### config.mk
export PLATFORM = sky130hd
export DESIGN_NAME = spmc_dev_flat
export DESIGN_NICKNAME = d
export VERILOG_FILES = /design/src/spmc_pkg.sv /design/src/spmc_link_if.sv /design/src/spmc_dev.sv /design/src/flat_wrapper.sv
export SDC_FILE = /design/constraint.sdc
export NUM_CORES = 1
export LEC_CHECK = 0
export BUFFER_PORTS_ARGS = -buffer_cell sky130_fd_sc_hd__clkbuf_2
export CORE_MARGIN = 2
export CORE_UTILIZATION = 40
export CTS_BUF_LIST = sky130_fd_sc_hd__clkbuf_16
export DETAILED_ROUTE_END_ITERATION = 10
export PLACE_DENSITY = 0.58
export SLEW_MARGIN = 25
export SYNTH_ARGS = -nofsm -noshare
export SYNTH_HDL_FRONTEND = slang
export SYNTH_SLANG_ARGS = --single-unit
### constraint.sdc
create_clock -name sys_clk -period 10.9 [get_ports sys_clk]
set_input_delay 1.09 -clock sys_clk [delete_from_list [all_inputs] [get_ports sys_clk]]
set_output_delay 1.09 -clock sys_clk [all_outputs]
set_load 0.005 [all_outputs]
### src/spmc_pkg.sv
// shared constants and types for the sensor power and mode control link
package spmc_pkg;
  localparam int unsigned SPMC_CLK_HZ = 20_000_000;
  // standby exit budget, in ms as printed, and its cycle count
  localparam int unsigned SPMC_WAKE_MS = 100;
  localparam longint unsigned SPMC_WAKE_CYC_L =
    (longint'(SPMC_WAKE_MS) * SPMC_CLK_HZ) / 1000;
  // internal wake sequence: power settle then reset hold
  localparam int unsigned SPMC_SETTLE_DEF = 1000;
  localparam int unsigned SPMC_RST_HOLD = 16;
  localparam int unsigned SPMC_FRAME_FPS_MAX = 30;
  localparam int unsigned SPMC_SER_KHZ_MAX = 400;
  // serial command period: least time rounds up
  localparam int unsigned SPMC_SER_CYC =
    (SPMC_CLK_HZ + SPMC_SER_KHZ_MAX * 1000 - 1) / (SPMC_SER_KHZ_MAX * 1000);
  localparam int unsigned SPMC_PIX_W = 10;
  localparam int unsigned SPMC_CMD_W = 8;
  localparam int unsigned SPMC_CNT_W = 24;
  localparam logic [6:0] SPMC_ADDR_LO = 7'h5d;
  localparam logic [6:0] SPMC_ADDR_HI = 7'h5c;
  localparam logic [1:0] SPMC_DIV_1 = 2'h0;
  localparam logic [1:0] SPMC_DIV_2 = 2'h1;
  localparam logic [1:0] SPMC_DIV_4 = 2'h2;
  // serial command opcodes
  localparam logic [7:0] SPMC_OP_RESET = 8'h01;
  localparam logic [7:0] SPMC_OP_REC_A = 8'h10;
  localparam logic [7:0] SPMC_OP_REC_B = 8'h11;
  localparam logic [7:0] SPMC_OP_REC_IDLE = 8'h12;
  localparam logic [7:0] SPMC_OP_VIEW = 8'h20;
  localparam logic [7:0] SPMC_OP_SNAP = 8'h21;
  localparam logic [7:0] SPMC_OP_STOP = 8'h22;
  localparam logic [7:0] SPMC_OP_DIV = 8'h30;
  localparam logic [7:0] SPMC_OP_NFRM = 8'h31;
  localparam logic [7:0] SPMC_OP_EXPO = 8'h32;
  localparam logic [7:0] SPMC_OP_LINES = 8'h33;
  localparam logic [7:0] SPMC_OP_FAST = 8'h34;
  localparam logic [7:0] SPMC_OP_BIN = 8'h35;
  localparam logic [7:0] SPMC_OP_VSTART = 8'h36;
  localparam int unsigned SPMC_FAST_OVH = 4;
  localparam int unsigned SPMC_LINE_CYC = 64;
  typedef enum logic [2:0] {
    SPMC_ST_STANDBY = 3'b000,
    SPMC_ST_SETTLE = 3'b001,
    SPMC_ST_RESET = 3'b010,
    SPMC_ST_READY = 3'b011,
    SPMC_ST_EXPOSE = 3'b100,
    SPMC_ST_STREAM = 3'b101
  } spmc_state_t;
  typedef enum logic [1:0] {
    SPMC_REC_A = 2'b00,
    SPMC_REC_B = 2'b01,
    SPMC_REC_IDLE = 2'b10
  } spmc_rec_t;
endpackage

### src/spmc_link_if.sv
// pin-level link between host controller and sensor control
`timescale 1ns/100ps
`default_nettype none
interface spmc_link_if;
  import spmc_pkg::*;
  logic standby;
  logic reset_b;
  logic reset_drv;
  logic addr_sel;
  logic cmd_valid;
  logic [7:0] cmd_op;
  logic [spmc_pkg::SPMC_CNT_W-1:0] cmd_arg;
  logic [6:0] cmd_addr;
  logic cmd_ack;
  logic cmd_ack_oe;
  logic frame_valid;
  logic line_valid;
  logic [spmc_pkg::SPMC_PIX_W-1:0] pix_data;
  logic out_oe;
  logic ready;
  modport dev (input standby, reset_b, reset_drv, addr_sel, cmd_valid,
    cmd_op, cmd_arg, cmd_addr, output cmd_ack, cmd_ack_oe, frame_valid,
    line_valid, pix_data, out_oe, ready);
  modport host (output standby, reset_b, reset_drv, addr_sel, cmd_valid,
    cmd_op, cmd_arg, cmd_addr, input cmd_ack, cmd_ack_oe, frame_valid,
    line_valid, pix_data, out_oe, ready);
endinterface
`default_nettype wire

### src/spmc_dev.sv
// sensor end: standby, reset merge, records, readout modes, binning
// Contract
// [RQ1] no standby, no reset: commands and images
// [RQ2] snapshot and preview set only by programming
// [RQ3] standby tri-states outputs, core off, low bias
// [RQ4] settings undefined after standby; reset mandatory
// [RQ5] standby exit completes within 100 ms
// [RQ6] host releases standby only after reset
// [RQ7] idle record: slow clock, zero analog bias
// [RQ8] idle record: no capture, no output
// [RQ9] viewfinder: continuous subsampled low-power stream
// [RQ10] viewfinder logic clock divide two or four
// [RQ11] snapshot: full frames, programmed count
// [RQ12] snapshot entry: optional fast line reset
// [RQ13] first frame within exposure plus overhead
// [RQ14] snapshot window lines and start programmable
// [RQ15] power-on detector resets on power rise; code fires it only while standby is low
// [RQ16] reset from detector, pin, or command
// [RQ17] binning sums same-colour pixel pairs
// [RQ18] binning advised only with read-two-skip-two
// [RQ19] serial commands no faster than 400 kHz
// [RQ20] address pin picks serial device address
// [RQ21] reset asserts async, releases synchronously
`timescale 1ns/100ps
`default_nettype none
module spmc_dev
  import spmc_pkg::*;
#(
  parameter int unsigned SETTLE_CYC = SPMC_SETTLE_DEF
) (
  input wire logic sys_clk,
  input wire logic rst_b,
  spmc_link_if.dev lnk,
  input wire logic power_good,
  input wire logic [SPMC_PIX_W-1:0] pix_in,
  output logic core_power_on,
  output logic [1:0] analog_bias,
  output logic [1:0] clk_div,
  output logic view_mode,
  output logic snap_mode,
  output logic fast_reset
);
  spmc_state_t st_q, st_d;
  spmc_rec_t rec_q, rec_d;
  logic [SPMC_CNT_W-1:0] cnt_q, cnt_d;
  logic [SPMC_CNT_W-1:0] nfrm_q, nfrm_d, expo_q, expo_d;
  logic [SPMC_CNT_W-1:0] lines_q, lines_d, vstart_q, vstart_d;
  logic [SPMC_CNT_W-1:0] frm_q, frm_d, line_q, line_d;
  logic [1:0] div_q, div_d, tick_q, tick_d;
  logic view_q, view_d, snap_q, snap_d, fast_q, fast_d, bin_q, bin_d;
  logic ack_q, ack_d, lv_q, lv_d, half_q, half_d;
  logic [SPMC_PIX_W-1:0] pix_q, pix_d, acc_q, acc_d;
  logic pg_q, por_req, cmd_rst, int_rst_b, rst_meta_q, rst_sync_q;
  logic hit, active, tick;
  logic [6:0] my_addr;
  // power-on detector: new power while standby is low fires a reset
  always_ff @(posedge sys_clk) begin
    if (!rst_b) begin
      pg_q <= 1'b0;
    end else begin
      pg_q <= power_good;
    end
  end
  assign por_req = power_good && !pg_q && !lnk.standby; // RQ15
  // floating reset pin is resolved to active by the pad model
  assign int_rst_b = rst_b && lnk.reset_b && !por_req && !cmd_rst; // RQ16
  // async assert, sync release so all state but pg_q leaves reset together
  always_ff @(posedge sys_clk or negedge int_rst_b) begin
    if (!int_rst_b) begin
      rst_meta_q <= 1'b0; // RQ21
      rst_sync_q <= 1'b0;
    end else begin
      rst_meta_q <= 1'b1;
      rst_sync_q <= rst_meta_q; // RQ21
    end
  end
  assign my_addr = lnk.addr_sel ? SPMC_ADDR_HI : SPMC_ADDR_LO; // RQ20
  assign active = (st_q == SPMC_ST_READY) || (st_q == SPMC_ST_EXPOSE) ||
    (st_q == SPMC_ST_STREAM);
  assign hit = lnk.cmd_valid && (lnk.cmd_addr == my_addr) && active; // RQ1
  assign cmd_rst = hit && (lnk.cmd_op == SPMC_OP_RESET); // RQ16
  // divided tick: one line step every one, two or four clocks
  assign tick = (tick_q == ((div_q == SPMC_DIV_4) ? 2'h3 : div_q)); // RQ10
  always_comb begin
    st_d = st_q;
    rec_d = rec_q;
    cnt_d = cnt_q;
    nfrm_d = nfrm_q;
    expo_d = expo_q;
    lines_d = lines_q;
    vstart_d = vstart_q;
    frm_d = frm_q;
    line_d = line_q;
    div_d = div_q;
    view_d = view_q;
    snap_d = snap_q;
    fast_d = fast_q;
    bin_d = bin_q;
    ack_d = hit;
    lv_d = 1'b0;
    half_d = half_q;
    pix_d = pix_q;
    acc_d = acc_q;
    tick_d = tick ? 2'h0 : tick_q + 2'h1;
    if (hit) begin // RQ2
      unique case (lnk.cmd_op)
        SPMC_OP_REC_A: rec_d = SPMC_REC_A;
        SPMC_OP_REC_B: rec_d = SPMC_REC_B;
        SPMC_OP_REC_IDLE: rec_d = SPMC_REC_IDLE; // RQ7
        SPMC_OP_DIV: div_d = lnk.cmd_arg[1:0]; // RQ10
        SPMC_OP_NFRM: nfrm_d = lnk.cmd_arg; // RQ11
        SPMC_OP_EXPO: expo_d = lnk.cmd_arg;
        SPMC_OP_LINES: lines_d = lnk.cmd_arg; // RQ14
        SPMC_OP_VSTART: vstart_d = lnk.cmd_arg; // RQ14
        SPMC_OP_FAST: fast_d = lnk.cmd_arg[0]; // RQ12
        SPMC_OP_BIN: bin_d = lnk.cmd_arg[0]; // RQ18
        SPMC_OP_VIEW: begin
          view_d = 1'b1; // RQ9
          snap_d = 1'b0;
        end
        SPMC_OP_SNAP: begin
          snap_d = 1'b1;
          view_d = 1'b0;
          frm_d = '0;
          line_d = vstart_q;
          // fast reset shortens the line-reset sweep to a fixed overhead
          cnt_d = fast_q ? SPMC_CNT_W'(SPMC_FAST_OVH) :
            expo_q + SPMC_CNT_W'(SPMC_FAST_OVH); // RQ13
          if (st_q != SPMC_ST_READY) begin
            st_d = SPMC_ST_READY;
          end
        end
        SPMC_OP_STOP: begin
          view_d = 1'b0;
          snap_d = 1'b0;
          st_d = SPMC_ST_READY;
        end
        default: ;
      endcase
    end
    unique case (st_q)
      SPMC_ST_STANDBY: begin
        cnt_d = SPMC_CNT_W'(SETTLE_CYC);
        if (!lnk.standby) begin
          st_d = SPMC_ST_SETTLE;
        end
      end
      SPMC_ST_SETTLE: begin
        cnt_d = cnt_q - 1'b1;
        if (cnt_q == '0) begin
          st_d = SPMC_ST_RESET;
          cnt_d = SPMC_CNT_W'(SPMC_RST_HOLD);
        end
      end
      SPMC_ST_RESET: begin
        // mandatory clear of record and mode settings before normal operation
        cnt_d = cnt_q - 1'b1; // RQ4
        rec_d = SPMC_REC_A;
        view_d = 1'b0;
        snap_d = 1'b0;
        if (cnt_q == '0) begin
          st_d = SPMC_ST_READY; // RQ5
        end
      end
      SPMC_ST_READY: begin
        if ((view_q || snap_q) && rec_q != SPMC_REC_IDLE) begin // RQ8
          st_d = snap_q ? SPMC_ST_EXPOSE : SPMC_ST_STREAM;
          line_d = vstart_q; // RQ14
        end
      end
      SPMC_ST_EXPOSE: begin
        if (tick) begin
          cnt_d = cnt_q - 1'b1;
          if (cnt_q == '0) begin
            st_d = SPMC_ST_STREAM; // RQ13
          end
        end
      end
      SPMC_ST_STREAM: begin
        if (rec_q == SPMC_REC_IDLE || !(view_q || snap_q)) begin
          st_d = SPMC_ST_READY; // RQ8
        end else if (tick) begin
          lv_d = 1'b1;
          // binning folds each same-colour pair into one output word
          if (bin_q && view_q) begin // RQ17
            half_d = !half_q;
            acc_d = half_q ? acc_q : pix_in;
            pix_d = half_q ? acc_q + pix_in : pix_q;
            lv_d = half_q;
          end else begin
            pix_d = pix_in;
          end
          line_d = line_q + 1'b1;
          if (line_q + 1'b1 >= lines_q + vstart_q) begin // RQ14
            line_d = vstart_q;
            frm_d = frm_q + 1'b1;
            // snapshot ends after its count; viewfinder runs on
            if (snap_q && frm_q + 1'b1 >= nfrm_q) begin // RQ11
              snap_d = 1'b0;
              st_d = SPMC_ST_READY;
            end
          end
        end
      end
      default: st_d = SPMC_ST_STANDBY;
    endcase
    if (lnk.standby) begin
      st_d = SPMC_ST_STANDBY; // RQ3
    end
  end
  always_ff @(posedge sys_clk or negedge rst_sync_q) begin
    if (!rst_sync_q) begin
      st_q <= SPMC_ST_STANDBY;
      rec_q <= SPMC_REC_A;
      cnt_q <= '0;
      nfrm_q <= SPMC_CNT_W'(1);
      expo_q <= '0;
      lines_q <= SPMC_CNT_W'(SPMC_LINE_CYC);
      vstart_q <= '0;
      frm_q <= '0;
      line_q <= '0;
      div_q <= SPMC_DIV_1;
      tick_q <= 2'h0;
      view_q <= 1'b0;
      snap_q <= 1'b0;
      fast_q <= 1'b0;
      bin_q <= 1'b0;
      ack_q <= 1'b0;
      lv_q <= 1'b0;
      half_q <= 1'b0;
      pix_q <= '0;
      acc_q <= '0;
    end else begin
      st_q <= st_d;
      rec_q <= rec_d;
      cnt_q <= cnt_d;
      nfrm_q <= nfrm_d;
      expo_q <= expo_d;
      lines_q <= lines_d;
      vstart_q <= vstart_d;
      frm_q <= frm_d;
      line_q <= line_d;
      div_q <= div_d;
      tick_q <= tick_d;
      view_q <= view_d;
      snap_q <= snap_d;
      fast_q <= fast_d;
      bin_q <= bin_d;
      ack_q <= ack_d;
      lv_q <= lv_d;
      half_q <= half_d;
      pix_q <= pix_d;
      acc_q <= acc_d;
    end
  end
  assign lnk.out_oe = (st_q != SPMC_ST_STANDBY) && !lnk.standby; // RQ3
  assign lnk.cmd_ack = ack_q;
  assign lnk.cmd_ack_oe = ack_q && lnk.out_oe; // RQ3
  assign lnk.frame_valid = (st_q == SPMC_ST_STREAM) && lnk.out_oe; // RQ9
  assign lnk.line_valid = lv_q && lnk.frame_valid;
  assign lnk.pix_data = pix_q;
  assign lnk.ready = active;
  assign core_power_on = lnk.out_oe; // RQ3
  // idle record: analog zero bias, slowest clock
  assign analog_bias = !lnk.out_oe ? 2'h1 :
    (rec_q == SPMC_REC_IDLE) ? 2'h0 : (snap_q ? 2'h3 : 2'h2); // RQ7
  assign clk_div = (rec_q == SPMC_REC_IDLE) ? SPMC_DIV_4 : div_q; // RQ7
  assign view_mode = view_q;
  assign snap_mode = snap_q;
  assign fast_reset = fast_q && (st_q == SPMC_ST_EXPOSE); // RQ12
endmodule
`default_nettype wire

### src/flat_wrapper.sv
// flat-port wrapper written by rule: the top's interface ports become plain ports
module spmc_dev_flat import spmc_pkg::*;
#(
  parameter int unsigned SETTLE_CYC = SPMC_SETTLE_DEF
)
  (sys_clk, rst_b, power_good, pix_in, core_power_on, analog_bias, clk_div, view_mode, snap_mode, fast_reset, lnk_standby, lnk_reset_b, lnk_reset_drv, lnk_addr_sel, lnk_cmd_valid, lnk_cmd_op, lnk_cmd_arg, lnk_cmd_addr, lnk_cmd_ack, lnk_cmd_ack_oe, lnk_frame_valid, lnk_line_valid, lnk_pix_data, lnk_out_oe, lnk_ready);
  spmc_link_if lnk_i ();
  input wire logic sys_clk;
  input wire logic rst_b;
  input wire logic power_good;
  input wire logic [SPMC_PIX_W-1:0] pix_in;
  output logic core_power_on;
  output logic [1:0] analog_bias;
  output logic [1:0] clk_div;
  output logic view_mode;
  output logic snap_mode;
  output logic fast_reset;
  input wire logic [$bits(lnk_i.standby)-1:0] lnk_standby;
  input wire logic [$bits(lnk_i.reset_b)-1:0] lnk_reset_b;
  input wire logic [$bits(lnk_i.reset_drv)-1:0] lnk_reset_drv;
  input wire logic [$bits(lnk_i.addr_sel)-1:0] lnk_addr_sel;
  input wire logic [$bits(lnk_i.cmd_valid)-1:0] lnk_cmd_valid;
  input wire logic [$bits(lnk_i.cmd_op)-1:0] lnk_cmd_op;
  input wire logic [$bits(lnk_i.cmd_arg)-1:0] lnk_cmd_arg;
  input wire logic [$bits(lnk_i.cmd_addr)-1:0] lnk_cmd_addr;
  output wire logic [$bits(lnk_i.cmd_ack)-1:0] lnk_cmd_ack;
  output wire logic [$bits(lnk_i.cmd_ack_oe)-1:0] lnk_cmd_ack_oe;
  output wire logic [$bits(lnk_i.frame_valid)-1:0] lnk_frame_valid;
  output wire logic [$bits(lnk_i.line_valid)-1:0] lnk_line_valid;
  output wire logic [$bits(lnk_i.pix_data)-1:0] lnk_pix_data;
  output wire logic [$bits(lnk_i.out_oe)-1:0] lnk_out_oe;
  output wire logic [$bits(lnk_i.ready)-1:0] lnk_ready;
  assign lnk_i.standby = lnk_standby;
  assign lnk_i.reset_b = lnk_reset_b;
  assign lnk_i.reset_drv = lnk_reset_drv;
  assign lnk_i.addr_sel = lnk_addr_sel;
  assign lnk_i.cmd_valid = lnk_cmd_valid;
  assign lnk_i.cmd_op = lnk_cmd_op;
  assign lnk_i.cmd_arg = lnk_cmd_arg;
  assign lnk_i.cmd_addr = lnk_cmd_addr;
  assign lnk_cmd_ack = lnk_i.cmd_ack;
  assign lnk_cmd_ack_oe = lnk_i.cmd_ack_oe;
  assign lnk_frame_valid = lnk_i.frame_valid;
  assign lnk_line_valid = lnk_i.line_valid;
  assign lnk_pix_data = lnk_i.pix_data;
  assign lnk_out_oe = lnk_i.out_oe;
  assign lnk_ready = lnk_i.ready;
  spmc_dev #(.SETTLE_CYC(SETTLE_CYC)) u_core (.sys_clk(sys_clk), .rst_b(rst_b), .lnk(lnk_i), .power_good(power_good), .pix_in(pix_in), .core_power_on(core_power_on), .analog_bias(analog_bias), .clk_div(clk_div), .view_mode(view_mode), .snap_mode(snap_mode), .fast_reset(fast_reset));
endmodule
==> results of run 1 <==
power by group through the flow:
stage | clock [mW] | combinational [mW] | sequential, mW
6_report | 0.877 | 0.0704 | 0.784
5_1_grt | 0.927 | 0.0798 | 0.785
4_1_cts | 0.900 | 0.0722 | 0.784
3_5_place_dp | 0 | 0.0718 | 0.798
3_3_place_gp | 0 | 0.0708 | 0.797
2_1_floorplan | 0 | 0.0327 | 0.802
stage by stage:
step	utilization, %	hold WS, ps
2_1_floorplan	-	278
3_3_place_gp	43.1	337
3_5_place_dp	43.1	337
4_1_cts	45.8	350
5_1_grt	45.8	359
6_report	45.8	349
registers in the layout, summed over array words and instances, names as in the netlist, 3 cells and up:
name                 count
u_core.vstart_q         24
u_core.expo_q           24
u_core.frm_q            24
u_core.lines_q          24
u_core.acc_q            10
u_core.lnk.pix_data     10
u_core.line_q           24
u_core.cnt_q            24
u_core.nfrm_q           24
u_core.st_q              3
path summary, 6_finish.rpt:
path | endpoint | slack [ps] | depth (start not counted) | from
max | u_core.line_q[14] | 4640 | 18 | u_core.vstart_q[0]
min | u_core.rst_sync_q | 350 | 0 | u_core.rst_meta_q
max reg2reg | u_core.line_q[14] | 4640 | 18 | u_core.vstart_q[0]
min reg2reg | u_core.rst_sync_q | 350 | 0 | u_core.rst_meta_q
max in group asynchronous | u_core.vstart_q[19] | 9210 | 1 | u_core.rst_sync_q
min in group asynchronous | u_core.rst_sync_q | 360 | 4 | u_core.pg_q
synth_stat cells, drive strengths merged (29+ instances only):
| cell type | count |
|---|---|
| a21o | 29 |
| a21oi | 72 |
| and3 | 29 |
| clkbuf | 31 |
| dfrtp | 204 |
| ha | 85 |
| inv | 70 |
| mux2 | 95 |
| nand2 | 119 |
| nand3 | 46 |
| nor2 | 70 |
| nor3 | 47 |
| o21ai | 114 |
| xnor2 | 54 |
| xor2 | 43 |
routing by layer:
metal  track usage, %  vias up  share of wire (%)
met5                0        -                  0
li1                 -     5077                  -
met2             32.4      155                 47
met3             2.39       37                3.2
met4             4.72        0                2.1
met1             26.8     5001                 48
worst register-to-register path, stage by stage (launching register included):
cell and delay [ps]:
dfrtp_1 400, ha_1 240, inv_1 70, fa_1 220
nor2b_1 70, o31ai_1 440, a21oi_1 250, nor4_2 510
nor4_1 150, o311ai_1 410, mux2i_1 230, nor2_1 70
ha_1 290, a21o_1 160, a221oi_1 860, nor2_1 110
a31oi_2 800, nand2b_1 420, a221o_1 440
layout make-up:
class                      count  area (sq um)  share of cell area, %
tap                          442           553                   3.71
timing repair buffer          87           488                   3.28
clock inverter                19           185                   1.24
sequential                   207          5180                   34.8
inverter                      70           263                   1.76
multi-input combinational   1051          7550                   50.7
clock buffer                  27           676                   4.54
cells by family after synthesis:
group                    count (synthesis)  share of synthesized area, %
AO/OA/AOI/OAI                          320                          15.0
flip-flops                             207                          39.1
other                                    1                        0.0283
XOR/XNOR                                97                          6.41
multiplexers                           109                          9.70
adder cells (fa/ha/maj)                 87                          8.33
AND/OR/NAND/NOR                        437                          17.5
buffers and inverters                  124                          3.98
layout by cell type (no fill, tap or decap), drive strengths merged, types with 11 or more instances in the layout:
cell type,n
o21ai,114
ha,85
mux2i,14
dfrtp,204
nor2,70
nor4,15
xnor2,54
a21oi,72
nand4,17
and3,29
nor2b,16
or3,14
clkbuf,106
or2,14
inv,78
nand2,119
a22oi,17
nand3,46
o31ai,11
xor2,43
o22ai,13
mux2,95
nor3,47
a21o,29
==> impl_metrics.ini, run 1 <==
[timing]
finalSetupViolCount = 0
tns_ps = 0
fmax_ghz = 0.160
fin_crit_ps = 6260
fin_crit_sh_pct = 57.4
grt_setup_unrepaired = no
hold_violations = 0
setup_ws_ps = 4640
clock_skew_ps = 14.2
max_slew_margin_pct = 29.9
finalMaxSlewViolations = 0
max_slew.worst_pin.slew_ps = 1050

[die]
ioPinCount = 81
initial_core_util_pct = 40.7
die_width_um = 186
rows = 66
die_y_um = 186
die_area_sq_mm = 0.0346
fp.coreArea_sq_mm = 0.0325

[clock_tree]
clk_pin_slew_ps = 60
cts_htree_levels = 1
holdBufCountCts = 0
clockBufferDepth = 3
cts-root-buf = clkbuf_16
cts_tree = done
cts_made_buffers = 26
clk_latency_ps = 540
ctsResizeCount = 0
cts_setup_buffers = 0
cts.sinks = 207

[layout]
fin_cells = 1903
fillerInstances = 3179
final_area_sq_mm = 0.0149
antenna_cells = 0
syn_to_final_growth_pct = 12.5
nNetsFinal = 1587
post_route_cells_drive_above_1_share_pct = 17.4

[power]
p_comb_share_pct = 4.1
p_seq_share_pct = 45.3
intPower_mw = 1.34
fin_total_pwr_mw = 1.73
p_sw_share_pct = 22.8
peakVddDrop_uv = 91.6
power_switching_mw = 0.395
clockPowerShare_pct = 50.7
leakagePower_nw = 7.19
p_per_area_mw_per_mm2 = 116

[detailed_routing]
dr.pass1.iters = 5
drt_iter0_markers = 650
wirelength_um = 32800
drc_errors = 0
via_per_inst = 5.40
ant_nets = 0
wl_per_cell_um = 17.2
vias = 10300

[run_status]
status = finished clean

[placement]
port_buffers = 79
place.gp.congestion = 0.837
hpwlAfterDp_um = 23300
dp_slack_ps = 4800
dp_cells = 1857
place_area_sq_mm = 0.0140

[yosys]
ys_seq_elements = 207
netlist_top_cells_area = dfrtp_1 39%, ha_1 8.0%, mux2_2 6.4%
post-synth-top-area-cell = dfrtp_1
synth_area_per_cell_sq_um = 9.58
synth_edf_count = 0
synth_async_sr_flop_share_pct = 99.5
yosysUniqueCellTypes = 81
ys_seq_area_share_pct = 39.1
yosysTopAreaCellShare_pct = 38.5
mappedNetlistArea_sq_mm = 0.0132
ys_warn_count = 5
ys.flop_type = dfrtp_1
syn_nets = 1526
syn_inst = 1382

[worst_hold_path]
hold_path_class = reg2reg

[critical_path]
slowest_delay_ps = 860
cp_top_family = compound AO/OA/AOI/OAI gates
required_ps = 11320
path_class = reg2reg
cp_max_fo = 13
critPathBufInv = 1
cp_slowest_cell = a221oi_1
cp.arrival_ps = 6680
worstSetupStartpointType = flop
crit_path_end_kind = flop
crit_chain = ha_1 > inv_1 > fa_1 > nor2b_1 > o31ai_1 > a21oi_1 > nor4_2 > nor4_1 > o311ai_1 > mux2i_1 > nor2_1 > ha_1 > a21o_1 > a221oi_1 > nor2_1 > a31oi_2 > nand2b_1 > a221o_1

[grt]
antenna_found_initial = 0
grt_pass1_vias = 10200
globalRoute.totalOverflow = 0
grt_max_degree = 157
track_usage_pct = 19.4
grt_pass1_wl_um = 53900

[job]
max_cap_viol_count = 0
No activity file was read; power rests on OpenSTA's default activity.
==> run 2: changes to the inputs <==
Settings changed: PLACE_DENSITY 0.58 to 0.6.
Clock period 10.9 ns to 5.6 ns, I/O delays scaled along.
==> run 2 against run 1 <==
Clock-buffer cell count is the same. Sequential share of layout area down 0.087 points. Global-route usage grew 0.060 points. Setup slack worse by 4200 ps. Sequential power up 95%. Final area increased by 0.25%. Highest routed layer unchanged. First-iteration DRC count down 3.4%. Register-to-register slack worse by 4200 ps. Critical path type unchanged. Largest power group unchanged. Critical path depth grew 2.
==> impl_metrics.ini, run 2 (synthesized netlist as in run 1, its figures left out) <==
[critical_path]
path_class = reg2reg
crit_chain = ha_1 > inv_1 > fa_1 > nor2b_1 > o31ai_1 > a21oi_1 > nor4_2 > nor4_1 > o311ai_1 > mux2i_1 > nor2_1 > ha_1 > nand4_1 > nor3_1 > buf_4 > o31ai_4 > a21oi_4 > buf_4 > mux2_2 > a21o_1
slowest_delay_ps = 500
cp_slowest_cell = nor4_2
crit_path_end_kind = flop
required_ps = 6020
cp.arrival_ps = 5570
ff2ff_setup_slack_ps = 450
cp_max_fo = 7
worstSetupStartpointType = flop

[power]
p_comb_share_pct = 4.1
clockPowerShare_pct = 50.2
p_sw_share_pct = 23.3
p_seq_share_pct = 45.7
p_per_area_mw_per_mm2 = 224
intPower_mw = 2.56
power_switching_mw = 0.780
peakVddDrop_uv = 241
leakagePower_nw = 7.21

[timing]
fin_crit_sh_pct = 92.0
tns_ps = 0
fin_crit_ps = 5150
fmax_ghz = 0.194
setup_ws_ps = 450
max_slew_margin_pct = 35.8
clock_skew_ps = 7.95
finalMaxSlewViolations = 0
finalSetupViolCount = 0
max_slew.worst_pin.slew_ps = 960
grt_setup_unrepaired = no
hold_violations = 0

[placement]
port_buffers = 79
place_area_sq_mm = 0.0141
place.gp.congestion = 0.847
dp_slack_ps = 440
hpwlAfterDp_um = 23500

[layout]
seq_area_sq_mm = 0.00518
final_util_pct = 45.9
nNetsFinal = 1594
syn_to_final_growth_pct = 12.8
layout_commonest_cell = dfrtp_1
layout_common_cells = 203 x dfrtp_1, 118 x nand2_1, 105 x o21ai_0
antenna_cells = 0
final_area_sq_mm = 0.0149
post_route_cells_drive_above_1_share_pct = 17.9
multi_input_area_sq_mm = 0.00755
fillerInstances = 3161

[grt]
grt_max_degree = 92
gr-usage-met2_pct = 32.3
globalRoute.totalOverflow = 0
use_met3_pct = 2.50
grtUsageMet1_pct = 26.9
grt_pass1_vias = 10200
antenna_found_initial = 0
track_usage_pct = 19.5
grt_pass1_wl_um = 53700
top_usage_layer = met2

[run_status]
status = finished clean

[die]
die_width_um = 186
ioPinCount = 81
die_area_sq_mm = 0.0346
initial_core_util_pct = 40.7
die_y_um = 186
rows = 66
fp.coreArea_sq_mm = 0.0325

[clock_tree]
cts.sinks = 207
cts_made_buffers = 26
cts_setup_buffers = 0
clk_latency_ps = 530
cts_htree_levels = 1
cts_tree = done
cts-root-buf = clkbuf_16
clk_pin_slew_ps = 60
holdBufCountCts = 0
clockBufferDepth = 3

[detailed_routing]
drt_iter0_markers = 628
dr.pass1.iters = 5
vias = 10400
wirelength_um = 32900
drc_errors = 0
via_per_inst = 5.44
ant_nets = 0
wl_per_cell_um = 17.2

[worst_hold_path]
hold_path_class = in2async

[job]
max_cap_viol_count = 0
-- run 2: cell type report --
class | instances | share of cell area (%)
clock inverters | 20 | 1.16
repair buffers | 94 | 3.57
flip-flops and latches | 207 | 34.7
well taps | 442 | 3.70
clock buffers | 27 | 4.52
inverters | 70 | 1.76
multi-input cells | 1051 | 50.6
-- run 2: stage by stage --
| step | hold WS, ps | total power, mW | std cells |
|---|---|---|---|
| final | 44.2 | 3.34 | 1911 |
| after global placement | 335 | 1.69 | 1864 |
| after floorplan | 278 | 1.63 | 1382 |
| after detailed placement | 340 | 1.69 | 1864 |
| after CTS | 33.1 | 3.38 | 1911 |
| after global routing | 73.2 | 3.46 | 1911 |
-- run 2: worst max-delay path, delay by kind of cell, from the launching register on --
family	cells	cell delay (ps)
AO/OA/AOI/OAI	6	1550
adder cells (fa/ha/maj)	3	740
buffers and inverters	3	500
flip-flops	1	400
multiplexers	2	590
AND/OR/NAND/NOR	6	1260
-- run 2: final timing paths --
check                              startpoint  depth (start not counted)           endpoint
setup / recovery           u_core.vstart_q[0]                         20   u_core.frm_q[18]
hold / removal                  lnk_cmd_op[5]                          3  u_core.rst_meta_q
setup reg to reg           u_core.vstart_q[0]                         20   u_core.frm_q[18]
hold reg to reg                   u_core.pg_q                          4  u_core.rst_meta_q
max in group asynchronous   u_core.rst_sync_q                          1  u_core.line_q[19]
min in group sys_clk                    rst_b                          2        u_core.pg_q
-- run 2: layer usage --
metal | up-vias | part of all wire, %
met5 | - | 0
met4 | 0 | 2.7
met3 | 47 | 3.5
met2 | 177 | 46
met1 | 5061 | 48
li1 | 5109 | -
-- run 2: what timing repair did --
action / CTS / global route
resized for setup: 0 / 2
endpoints found under the setup margin: 0 / 18
endpoints found under the hold margin: 0 / 0
-- run 2: power by group through the flow --
stage                     combinational, mW  clock, mW  sequential, mW
after floorplan                      0.0637          0            1.56
after global placement                0.136          0            1.55
after detailed placement              0.138          0            1.56
after CTS                             0.139       1.71            1.53
after global routing                  0.154       1.78            1.53
final                                 0.136       1.68            1.53
